<file path="src/core/bsf_pkg.sv">
// Purpose: shared constants and carriers for the battery status flag block
// Assumes: one 100 MHz clock, command words arrive already decoded from the bus engine
// Notes:   bit positions follow the status word layout
package bsf_pkg;
  // status word bit positions
  localparam int BIT_OVER_CHARGED  = 15;
  localparam int BIT_STOP_CHARGE   = 14;
  localparam int BIT_RSVD_HI       = 13;
  localparam int BIT_OVER_TEMP     = 12;
  localparam int BIT_STOP_DISCH    = 11;
  localparam int BIT_RSVD_LO       = 10;
  localparam int BIT_CAP_ALARM     = 9;
  localparam int BIT_TIME_ALARM    = 8;
  localparam int BIT_LOADED        = 7;
  localparam int BIT_DISCHARGING   = 6;
  localparam int BIT_FULL          = 5;
  localparam int BIT_EMPTY         = 4;
  // command codes
  localparam logic [7:0] CMD_STATUS       = 8'h16;
  localparam logic [7:0] CMD_CYCLE_COUNT  = 8'h17;
  localparam logic [7:0] CMD_DESIGN_CAP   = 8'h18;
  localparam logic [7:0] CMD_DESIGN_VOLT  = 8'h19;
  // nonvolatile word addresses
  localparam logic [7:0] NV_CYCLE_COUNT   = 8'h0e;
  localparam logic [7:0] NV_CYCLE_THRESH  = 8'h3c;
  localparam logic [7:0] NV_DESIGN_VOLT   = 8'h12;
  localparam logic [7:0] NV_FULL_CLEAR    = 8'h4c;
  // figures
  localparam logic [15:0] COUNT_SAT       = 16'hffff;
  localparam logic [7:0]  EMPTY_CLEAR_PCT = 8'h14;   // 20 percent
  localparam int          FILTER_MULT     = 10;      // timeout seconds per filter unit
  localparam int          NOACT_NUM       = 22500;   // no-charge seconds numerator
  localparam int          CLK_HZ          = 100_000_000;
  localparam logic [2:0]  ERR_ALL         = 3'h7;
  localparam logic [15:0] ZERO16          = 16'h0000;

  // error codes
  typedef enum logic [2:0] {
    BSF_ERR_OK       = 3'h0,
    BSF_ERR_BUSY     = 3'h1,
    BSF_ERR_RESERVED = 3'h2,
    BSF_ERR_UNSUPP   = 3'h3,
    BSF_ERR_DENIED   = 3'h4,
    BSF_ERR_OVERFLOW = 3'h5,
    BSF_ERR_BADSIZE  = 3'h6,
    BSF_ERR_UNKNOWN  = 3'h7
  } bsf_err_e;

  // command classification
  typedef enum logic [2:0] {
    BSF_CLS_RW       = 3'h0,
    BSF_CLS_RO       = 3'h1,
    BSF_CLS_RESERVED = 3'h3,
    BSF_CLS_UNSUPP   = 3'h2,
    BSF_CLS_MFG_OPT  = 3'h6
  } bsf_cls_e;

  // measured values from the gauge core
  typedef struct packed {
    logic [15:0] remaining_charge;     // mAh or 10 mWh
    logic [15:0] remaining_cap_power;  // same in other unit
    logic [15:0] avg_time_current;     // minutes, current based
    logic [15:0] avg_time_power;       // minutes, power based
    logic [15:0] voltage;              // pack mV
    logic [15:0] cell_voltage;         // lowest cell mV
    logic [15:0] current_abs;          // discharge magnitude mA
    logic [15:0] temperature;          // 0.1 K
    logic [7:0]  rel_soc;              // percent
    logic        cell_low_voltage_flag;
    logic        charge_param_bad;
    logic        charge_terminated;
    logic        over_charge_cond;
    logic        charge_seen;
    logic        discharge_seen;
    logic        charge_increment;     // one pulse per counted unit of charge
    logic        load_ok;
    logic        load_bad;
  } bsf_meas_s;

  // thresholds and settings
  typedef struct packed {
    logic [15:0] max_temperature_limit;
    logic [15:0] final_empty_voltage;
    logic [15:0] second_empty_voltage;
    logic [15:0] overload_current_limit;
    logic [15:0] cap_alarm_level;
    logic [15:0] time_alarm_level;
    logic [15:0] cycle_thresh;
    logic [15:0] design_capacity;
    logic [15:0] design_capacity_pwr;
    logic [15:0] design_voltage;
    logic [7:0]  digital_filter;
    logic [7:0]  full_clear_pct;
    logic [7:0]  battery_low_pct;
    logic        capacity_mode;
    logic        use_cell_voltage;
  } bsf_cfg_s;

  // one command from the bus engine
  typedef struct packed {
    logic       valid;
    logic       write;
    logic       size_bad;
    logic       overflow;
    logic       busy;
    logic       unknown;
    logic [7:0] code;
  } bsf_cmd_s;
endpackage

</file>
<file path="src/core/bsf_flags.sv">
// Purpose: status word, error code and identity words of a battery gauge
// Assumes: inputs come from logic on CLOCK; one second tick made inside from SEC_TICK_CYCLES
// Notes:   all state in one struct; one comb and one register process
//
// Summary of operation
// - status word: alarms high, states, error low
// - overcharge alarm set; cleared when charging stops
// - activity timeout equals ten times filter seconds
// - stop charge alarm on bad parameter or termination
// - over temperature alarm at or above limit
// - stop discharge alarm on empty, low voltage
// - capacity alarm below programmed capacity level
// - time alarm below programmed time level
// - loaded flag follows configuration load outcome
// - discharging flag on discharge or no-charge timeout
// - full flag on termination, clears at percentage
// - empty flag on low voltage, clears twenty
// - error zero ok, one when busy
// - error two for reserved or optional codes
// - error three for unsupported standard code
// - error four for write to read only
// - errors five, six, seven for data faults
// - cycle count read, saturating at maximum
// - cycle count advances per threshold charge
// - cycle count written back after each update
// - design capacity read in selected units
// - design voltage read from nonvolatile word
// - alarm broadcast forces error bits high
// - alarm comparisons use current or power
`timescale 1ns/1ns
module bsf_flags
  import bsf_pkg::*;
#(
  parameter int SEC_TICK_CYCLES = CLK_HZ   // cycles per second tick
) (
  input  wire logic        CLOCK,
  input  wire logic        RSTN,
  input  wire bsf_meas_s   MEAS,
  input  wire bsf_cfg_s    CFG,
  input  wire bsf_cmd_s    CMD,
  input  wire bsf_cls_e    CMD_CLASS,
  input  wire logic [15:0] NV_CYCLE_INIT,
  input  wire logic        NV_INIT_VALID,
  input  wire logic        ALARM_SEND,
  output logic [15:0]      READ_DATA,
  output logic             READ_VALID,
  output logic [15:0]      STATUS_WORD,
  output logic [15:0]      ALARM_WORD,
  output logic             ALARM_VALID,
  output logic             NV_WRITE,
  output logic [7:0]       NV_ADDR,
  output logic [15:0]      NV_DATA
);

  ////////////////////////////////////////////////////////////////////////////
  // state
  typedef struct packed {
    // timers and counters
    logic [31:0] tick_cnt;        // cycles toward one second
    logic [31:0] idle_sec;        // seconds without any activity
    logic [31:0] nochg_sec;       // seconds without charge activity
    logic [15:0] cycle_count;
    logic [15:0] chg_accum;       // charge units toward one cycle
    // flags
    logic        over_charged;
    logic        stop_charge_alarm;
    logic        over_temp;
    logic        stop_discharge_alarm;
    logic        cap_alarm;
    logic        time_alarm;
    logic        config_loaded_flag;
    logic        discharging;
    logic        full;
    logic        empty;
    logic        charging;        // charge seen since last stop
    // bus replies
    bsf_err_e    err;
    logic [15:0] rdata;
    logic        rvalid;
    logic [15:0] awd;
    logic        avalid;
    // write-back port
    logic        nv_we;
    logic [7:0]  nv_addr;
    logic [15:0] nv_data;
  } bsf_state_s;

  bsf_state_s st_reg;   // registered state
  bsf_state_s st_next;  // next state

  ////////////////////////////////////////////////////////////////////////////
  // helpers
  // status word assembly, used for reads and broadcast
  function automatic logic [15:0] pack_status(input bsf_state_s s);
    logic [15:0] w;
    w = ZERO16;

    w[BIT_OVER_CHARGED] = s.over_charged;
    w[BIT_STOP_CHARGE]  = s.stop_charge_alarm;
    w[BIT_RSVD_HI]      = 1'b0;
    w[BIT_OVER_TEMP]    = s.over_temp;
    w[BIT_STOP_DISCH]   = s.stop_discharge_alarm;
    w[BIT_RSVD_LO]      = 1'b0;
    w[BIT_CAP_ALARM]    = s.cap_alarm;
    w[BIT_TIME_ALARM]   = s.time_alarm;
    w[BIT_LOADED]       = s.config_loaded_flag;
    w[BIT_DISCHARGING]  = s.discharging;
    w[BIT_FULL]         = s.full;
    w[BIT_EMPTY]        = s.empty;
    w[2:0]              = s.err;

    return w;
  endfunction

  // timeout figures in seconds, widened so products never wrap
  logic [31:0] filter_timeout_sec;  // activity timeout
  logic [31:0] nochg_timeout_sec;   // no-charge discharging timeout
  logic        sec_tick;            // one-cycle second pulse
  logic [15:0] cap_now;             // capacity in the selected unit
  logic [15:0] time_now;            // time in the selected unit

  assign filter_timeout_sec = 32'(FILTER_MULT) * 32'(CFG.digital_filter);
  // zero filter would divide by zero; use the largest count, reached only when nochg_sec saturates
  assign nochg_timeout_sec  = (CFG.digital_filter == 8'h00) ? 32'hffffffff :
                              32'(NOACT_NUM) / 32'(CFG.digital_filter);
  assign sec_tick = (st_reg.tick_cnt == 32'(SEC_TICK_CYCLES - 1));

  // unit selection for alarm comparisons
  assign cap_now  = CFG.capacity_mode ? MEAS.remaining_cap_power : MEAS.remaining_charge;
  assign time_now = CFG.capacity_mode ? MEAS.avg_time_power : MEAS.avg_time_current;

  ////////////////////////////////////////////////////////////////////////////
  // next state
  always_comb begin
    logic        idle_out;     // no activity for filter timeout
    logic        stopped;      // charging has stopped
    logic        low_volt;     // voltage under second empty level
    logic [15:0] cnt_new;

    idle_out = 1'b0;
    stopped  = 1'b0;
    low_volt = 1'b0;
    cnt_new  = ZERO16;
    st_next  = st_reg;

    // one-second timebase
    st_next.tick_cnt = sec_tick ? 32'h0 : st_reg.tick_cnt + 32'h1;

    // activity timers, saturating
    if (MEAS.charge_seen || MEAS.discharge_seen) begin
      st_next.idle_sec = 32'h0;
    end else if (sec_tick && st_reg.idle_sec != 32'hffffffff) begin
      st_next.idle_sec = st_reg.idle_sec + 32'h1;
    end
    if (MEAS.charge_seen) begin
      st_next.nochg_sec = 32'h0;
    end else if (sec_tick && st_reg.nochg_sec != 32'hffffffff) begin
      st_next.nochg_sec = st_reg.nochg_sec + 32'h1;
    end
    idle_out = (st_reg.idle_sec >= filter_timeout_sec);
    stopped  = MEAS.discharge_seen || idle_out;

    // charging memory used by the capacity and time clear terms
    if (MEAS.charge_seen) begin
      st_next.charging = 1'b1;
    end else if (stopped) begin
      st_next.charging = 1'b0;
    end

    // overcharge: set wins while condition holds
    if (MEAS.over_charge_cond) begin
      st_next.over_charged = 1'b1;
    end else if (stopped) begin
      st_next.over_charged = 1'b0;
    end

    // stop charge alarm follows its causes; a stop clears it unless the parameter is bad
    if (MEAS.charge_param_bad || MEAS.charge_terminated) begin
      st_next.stop_charge_alarm = 1'b1;
    end else begin
      st_next.stop_charge_alarm = 1'b0;
    end

    if (stopped && !MEAS.charge_param_bad) begin
      st_next.stop_charge_alarm = 1'b0;
    end

    // temperature alarm is a plain level compare
    st_next.over_temp = (MEAS.temperature >= CFG.max_temperature_limit);

    // stop discharge alarm clears only when all three are false
    st_next.stop_discharge_alarm = (MEAS.remaining_charge == ZERO16) ||
                                   (MEAS.voltage <= CFG.final_empty_voltage) ||
                                   MEAS.cell_low_voltage_flag;

    // capacity alarm; charging also clears
    if (cap_now < CFG.cap_alarm_level && !st_reg.charging) begin
      st_next.cap_alarm = 1'b1;
    end else if (cap_now > CFG.cap_alarm_level || st_reg.charging) begin
      st_next.cap_alarm = 1'b0;
    end

    // time alarm; charging also clears
    if (time_now < CFG.time_alarm_level && !st_reg.charging) begin
      st_next.time_alarm = 1'b1;
    end else if (time_now > CFG.time_alarm_level || st_reg.charging) begin
      st_next.time_alarm = 1'b0;
    end

    // load outcome; a good load wins if both arrive together
    if (MEAS.load_ok) begin
      st_next.config_loaded_flag = 1'b1;
    end else if (MEAS.load_bad) begin
      st_next.config_loaded_flag = 1'b0;
    end

    // discharging state
    if (MEAS.charge_seen) begin
      st_next.discharging = 1'b0;
    end else if (MEAS.discharge_seen || st_reg.nochg_sec >= nochg_timeout_sec) begin
      st_next.discharging = 1'b1;
    end

    // fully charged: set wins over clear
    if (MEAS.charge_terminated || MEAS.over_charge_cond) begin
      st_next.full = 1'b1;
    end else if (MEAS.rel_soc <= CFG.full_clear_pct) begin
      st_next.full = 1'b0;
    end

    // fully discharged
    low_volt = CFG.use_cell_voltage ? (MEAS.cell_voltage < CFG.second_empty_voltage) :
                                      (MEAS.voltage < CFG.second_empty_voltage);
    if ((low_volt && MEAS.current_abs < CFG.overload_current_limit) ||
        MEAS.rel_soc < CFG.battery_low_pct) begin
      st_next.empty = 1'b1;
    end else if (MEAS.rel_soc >= EMPTY_CLEAR_PCT) begin
      st_next.empty = 1'b0;
    end

    // cycle counting and write-back
    st_next.nv_we = 1'b0;

    if (NV_INIT_VALID) begin
      st_next.cycle_count = NV_CYCLE_INIT;
      st_next.chg_accum   = ZERO16;
    end else if (MEAS.charge_increment) begin
      if (st_reg.chg_accum + 16'h1 >= CFG.cycle_thresh) begin
        st_next.chg_accum = ZERO16;
        // stick at the top once reached
        cnt_new = (st_reg.cycle_count == COUNT_SAT) ? COUNT_SAT :
                  st_reg.cycle_count + 16'h1;
        st_next.cycle_count = cnt_new;
        st_next.nv_we   = 1'b1;
        st_next.nv_addr = NV_CYCLE_COUNT;
        st_next.nv_data = cnt_new;
      end else begin
        st_next.chg_accum = st_reg.chg_accum + 16'h1;
      end
    end

    // command handling and error code
    st_next.rvalid = 1'b0;
    if (CMD.valid) begin
      // busy outranks every other code
      if (CMD.busy) begin
        st_next.err = BSF_ERR_BUSY;
      end else if (CMD_CLASS == BSF_CLS_RESERVED || CMD_CLASS == BSF_CLS_MFG_OPT) begin
        st_next.err = BSF_ERR_RESERVED;
      end else if (CMD_CLASS == BSF_CLS_UNSUPP) begin
        st_next.err = BSF_ERR_UNSUPP;
      end else if (CMD.write && CMD_CLASS == BSF_CLS_RO) begin
        st_next.err = BSF_ERR_DENIED;
      end else if (CMD.overflow) begin
        st_next.err = BSF_ERR_OVERFLOW;
      end else if (CMD.write && CMD.size_bad) begin
        st_next.err = BSF_ERR_BADSIZE;
      end else if (CMD.unknown) begin
        st_next.err = BSF_ERR_UNKNOWN;
      end else begin
        st_next.err = BSF_ERR_OK;
      end

      // read words of this block
      if (!CMD.write && !CMD.busy) begin
        unique case (CMD.code)
          CMD_STATUS: begin
            st_next.rdata  = pack_status(st_reg);
            st_next.rvalid = 1'b1;
          end
          CMD_CYCLE_COUNT: begin
            st_next.rdata  = st_reg.cycle_count;
            st_next.rvalid = 1'b1;
          end
          CMD_DESIGN_CAP: begin
            st_next.rdata  = CFG.capacity_mode ? CFG.design_capacity_pwr :
                                                 CFG.design_capacity;
            st_next.rvalid = 1'b1;
          end
          CMD_DESIGN_VOLT: begin
            st_next.rdata  = CFG.design_voltage;
            st_next.rvalid = 1'b1;
          end
          default: begin
            st_next.rdata  = ZERO16;   // other words served elsewhere
          end
        endcase
      end
    end

    // alarm broadcast copy with error bits forced high
    st_next.avalid = ALARM_SEND;
    if (ALARM_SEND) begin
      st_next.awd = pack_status(st_reg) | {13'h0, ERR_ALL};
    end
  end

  ////////////////////////////////////////////////////////////////////////////
  // state register
  always_ff @(posedge CLOCK or negedge RSTN) begin
    if (!RSTN) begin
      st_reg      <= '0;
      st_reg.err  <= BSF_ERR_OK;
    end else begin
      st_reg <= st_next;
    end
  end

  ////////////////////////////////////////////////////////////////////////////
  // outputs, all from flip-flops
  assign READ_DATA   = st_reg.rdata;
  assign READ_VALID  = st_reg.rvalid;

  assign STATUS_WORD = pack_status(st_reg);
  assign ALARM_WORD  = st_reg.awd;
  assign ALARM_VALID = st_reg.avalid;

  assign NV_WRITE    = st_reg.nv_we;
  assign NV_ADDR     = st_reg.nv_addr;
  assign NV_DATA     = st_reg.nv_data;

endmodule // bsf_flags

</file>
<file path="config.mk">
export PLATFORM = sky130hd
export DESIGN_NAME = bsf_flags
export DESIGN_NICKNAME = d
export VERILOG_FILES = /design/src/core/bsf_pkg.sv /design/src/core/bsf_flags.sv
export SDC_FILE = /design/constraint.sdc
export NUM_CORES = 1
export LEC_CHECK = 0
export BUFFER_PORTS_ARGS = -buffer_cell sky130_fd_sc_hd__buf_2
export CORE_UTILIZATION = 58
export CTS_CLUSTER_SIZE = 40
export DETAILED_ROUTE_END_ITERATION = 7
export PLACE_DENSITY = 0.82
export SYNTH_ARGS = -nofsm -noshare
export SYNTH_HDL_FRONTEND = slang
export SYNTH_SLANG_ARGS = --single-unit
</file>
<file path="constraint.sdc">
create_clock -name CLOCK -period 7 [get_ports CLOCK]
set_input_delay 1.05 -clock CLOCK [delete_from_list [all_inputs] [get_ports CLOCK]]
set_output_delay 1.05 -clock CLOCK [all_outputs]
set_load 0.1 [all_outputs]
</file>
==> results.sh, run 1 <==
export IMPL_clk_path_buf_depth=2
export IMPL_synth_cells_most_frequent="462 x nor2_1, 398 x ha_1, 367 x nand2_1, 325 x a21oi_1, 308 x o21ai_0"
export IMPL_dp_cells=7420
export IMPL_synthCells=4879
export IMPL_gp_congestion=1.09
export IMPL_endpoint_type="register input"
export IMPL_crit_endpoint="STATUS_WORD[6]$_DFFE_PN0P_/D"
export IMPL_synth_edff_count=0
export IMPL_clock_tree_root_cell="clkbuf_16"
export IMPL_synth_seq_cells=189
export IMPL_num_rows=91
export IMPL_ys_seq_area_share_pct=13.0
export IMPL_placed_area_um2=50300
export IMPL_h_tree_depth=4
export IMPL_io_pins=443
export IMPL_synth_distinct_cells=139
export IMPL_grt_max_degree=100
export IMPL_stop_stage="global routing"
export IMPL_hpwl_mm=124
export IMPL_ys_flop_type="dfrtp_1"
export IMPL_globalRouteTotalUtil_pct=72.4
export IMPL_die_h_um=252
export IMPL_status="did not finish"
export IMPL_port_buffers=431
export IMPL_syn_area_per_cell_um2=7.44
export IMPL_netlist_area_um2=36300
export IMPL_initial_core_util_pct=58.7
export IMPL_error_line="[ERROR GRT-0232] Routing congestion too high. Check the congestion heatmap in the GUI."
export IMPL_async_flop_share_pct=100
export IMPL_yosys_area_top_type_share_pct=13.7
export IMPL_yosysTopAreaCell="ha_1"
export IMPL_gr_total_overflow=41
export IMPL_cts_made_buffers=17
export IMPL_dieWidth_um=252
export IMPL_synth_most_common_cell="nor2_1"
export IMPL_pre_cts_ws_ps=-60250
export IMPL_yosys_warnings=0
export IMPL_cts_sinks=189
export IMPL_ys_top_cells_by_area="ha_1 14%, dfrtp_1 13%, nor2_1 4.8%"
[metal layers]
metal	GRT overflow	track usage (%)
met1	0	69.8
met2	20	89.4
met3	1	59.5
met4	20	69.9
met5	0	43.4
[through the flow]
stage / hold slack, ps / utilization [%] / TNS (ps)
floorplan: 427 / - / -62020
global placement: 449 / 81.4 / -56190
CTS: 482 / 83.7 / -58490
detailed placement: 462 / 81.4 / -60250
[what timing repair did]
| action | 4_1_cts |
|---|---|
| cloned | 1 |
| setup endpoints to repair | 1 |
| hold buffers | 0 |
| gates resized for setup | 78 |
| pin swaps | 108 |
| setup buffers | 57 |
[kinds of logic after synthesis]
group / synth area share (%)
simple gates: 27.2
mux: 4.94
other cells: 0.0103
fa+ha+maj: 13.8
flops: 13.0
xor+xnor: 8.04
buf+inv: 5.48
compound gates: 27.5
==> run 2: changes to the inputs <==
--- a/config.mk
+++ b/config.mk
@@ -6,10 +6,9 @@
 export NUM_CORES = 1
 export LEC_CHECK = 0
 export BUFFER_PORTS_ARGS = -buffer_cell sky130_fd_sc_hd__buf_2
-export CORE_UTILIZATION = 58
-export CTS_CLUSTER_SIZE = 40
+export CORE_UTILIZATION = 40
 export DETAILED_ROUTE_END_ITERATION = 7
-export PLACE_DENSITY = 0.82
+export PLACE_DENSITY_LB_ADDON = 0.15
 export SYNTH_ARGS = -nofsm -noshare
 export SYNTH_HDL_FRONTEND = slang
 export SYNTH_SLANG_ARGS = --single-unit
==> results.sh, run 2 <==
export IMPL_placed_area_um2=51200
export IMPL_startpoint="CFG[22]"
export IMPL_finalWirelength_mm=140
export IMPL_violations="setup timing"
export IMPL_critPathMostFrequentCell="nand2b_1"
export IMPL_synth_edff_count=0
export IMPL_globalRouteTotalUtil_pct=29.7
export IMPL_clk_path_buf_depth=2
export IMPL_instances_no_fill=7985
export IMPL_worstPathRequired_ps=7330
export IMPL_max_cap_violations=0
export IMPL_initial_core_util_pct=40.3
export IMPL_die_h_um=303
export IMPL_skew_ps=15.7
export IMPL_synth_seq_cells=189
export IMPL_synth_most_common_cell="nor2_1"
export IMPL_start_kind="input pin"
export IMPL_hold_path_startpoint="st_reg[175]"
export IMPL_path_max_fanout=13
export IMPL_cts_sinks=189
export IMPL_clk_latency_ps=490
export IMPL_synth_cells_most_frequent="462 x nor2_1, 398 x ha_1, 367 x nand2_1, 325 x a21oi_1, 308 x o21ai_0"
export IMPL_yosysTopAreaCell="ha_1"
export IMPL_drc=0
export IMPL_antenna_found_initial=18
export IMPL_grt_pass1_wl_mm=221
export IMPL_end_kind="flip-flop"
export IMPL_hold_viol=0
export IMPL_num_rows=110
export IMPL_endpoint="STATUS_WORD[6]"
export IMPL_synthMuxAreaShare_pct=4.94
export IMPL_setup_viol=1
export IMPL_final_cell_mix="1,649 x buf_4, 432 x nor2_1, 430 x buf_2"
export IMPL_yosys_warnings=0
export IMPL_relSlewSlack_pct=22.4
export IMPL_h_tree_depth=4
export IMPL_dieArea_um2=92000
export IMPL_worst_slack_ps=-57010
export IMPL_hold_class="flip-flop to flip-flop"
export IMPL_vias_per_cell=5.48
export IMPL_ys_top_cells_by_area="ha_1 14%, dfrtp_1 13%, nor2_1 4.8%"
export IMPL_grt_pass1_vias=42473
export IMPL_io_pins=443
export IMPL_fin_crit_ps=64010
export IMPL_cts_made_buffers=17
export IMPL_dieWidth_um=303
export IMPL_r2r_start="st_reg[73]"
export IMPL_cts_hold_buffers=0
export IMPL_synth_compound_area_share_pct=27.5
export IMPL_routed_via_count=43725
export IMPL_yosys_area_share_simple_pct=27.2
export IMPL_wire_per_inst_um=17.5
export IMPL_async_flop_share_pct=100
export IMPL_r2r_end="NV_ADDR[1]"
export IMPL_gr_total_overflow=0
export IMPL_drive_gt1_share_pct=38.3
export IMPL_initialDrtViolationCount=2451
export IMPL_min_path_cells=1
export IMPL_crit_slowest_cell="or4_4"
export IMPL_final_area_um2=53400
export IMPL_worstRegToRegCells=26
export IMPL_clk_pin_slew_ps=70
export IMPL_rsz0062_at_grt="true"
export IMPL_slew_violations=0
export IMPL_status="finished, violations left"
export IMPL_coreArea_um2=90000
export IMPL_synth_xor_area_share_pct=8.04
export IMPL_postRouteAntennaNets=0
export IMPL_layout_commonest_cell="buf_4"
export IMPL_largest_reg_flops=129
export IMPL_ys_seq_area_share_pct=13.0
export IMPL_path_class="input pin to flip-flop"
export IMPL_synth_fa_ha_area_share_pct=13.8
export IMPL_hpwl_mm=114
export IMPL_r2r_slack_ps=2390
export IMPL_fin_crit_sh_pct=914
export IMPL_cts_tree="built"
export IMPL_arrival_ps=64340
export IMPL_nets=7547
export IMPL_fmax_mhz=15.6
export IMPL_critical_path_max_stage_delay_ps=610
export IMPL_synth_distinct_cells=139
export IMPL_port_buffers=431
export IMPL_clock_tree_root_cell="clkbuf_16"
export IMPL_syn_area_per_cell_um2=7.44
export IMPL_ys_flop_type="dfrtp_1"
export IMPL_grt_max_degree=77
export IMPL_synth_top_family_by_area="compound AO/OA/AOI/OAI gates"
export IMPL_worst_slew_pin_slew_ps=1160
export IMPL_fin_util_pct=59.4
export IMPL_yosys_area_top_type_share_pct=13.7
export IMPL_dp_cells=7807
export IMPL_netlist_area_um2=36300
export IMPL_gp_congestion=0.961
export IMPL_synthCells=4879
export IMPL_area_delta_synth_final_pct=47.2
export IMPL_dr_pass1_iters=6
## run 2: cell counts after synthesis
No cell type changed its count.
## run 2: cell type report
type,count,area [um2]
fill,8420,36600
multi-input combinational,4260,31100
timing repair buffer,2089,14700
sequential,189,4730
tap,1176,1470
inverter,223,841
clock buffer,18,439
clock inverter,14,181
antenna,16,40.0
## run 2: cells by family after synthesis
group / count (synthesis)
simple gates: 1885
compound gates: 1469
buf+inv: 440
fa+ha+maj: 399
xor+xnor: 331
flops: 189
mux: 165
other cells: 1
## run 2: how the worst min path moves through the flow
stage,endpoint,slack [ps]
finish,st_reg[175],470
global route,st_reg[175],490
CTS,st_reg[173],480
detailed placement,st_reg[173],460
global placement,st_reg[175],460
floorplan,STATUS_WORD[8],430
## run 2: repair_timing
item                                    CTS  global route
endpoints found under the setup margin    1             1
buffers inserted                        105            25
resized for setup                       109            35
pin swaps                               150            75
## run 2: per-layer routing
metal / track usage (%) / vias up / part of all wire, %
li1: - / 21873 / -
met1: 36.4 / 20533 / 44
met2: 52.0 / 1059 / 48
met3: 4.13 / 252 / 5.0
met4: 12.2 / 8 / 3.7
met5: 0 / - / 0.039
## run 2: metrics by stage
stage | setup TNS (ps) | setup WS [ps] | hold slack (ps)
4_1_cts | -56590 | -56590 | 484
3_3_place_gp | -57050 | -57050 | 457
5_1_grt | -61640 | -61640 | 492
2_1_floorplan | -62020 | -62020 | 427
6_report | -57010 | -57010 | 474
3_5_place_dp | -58980 | -58980 | 461
## run 2: critical path, delay by kind of cell
family,cells,cell delay (ps)
muxes,3,810
adders and majority gates,31,8510
AOI/OAI and AO/OA,189,28270
and+or+nand+nor,158,22040
buffers and inverters,28,3580
Power of run 2 is left out: the tool's default activity adds up to more than one toggle a clock period on the data nets, which glitch-free logic cannot reach.
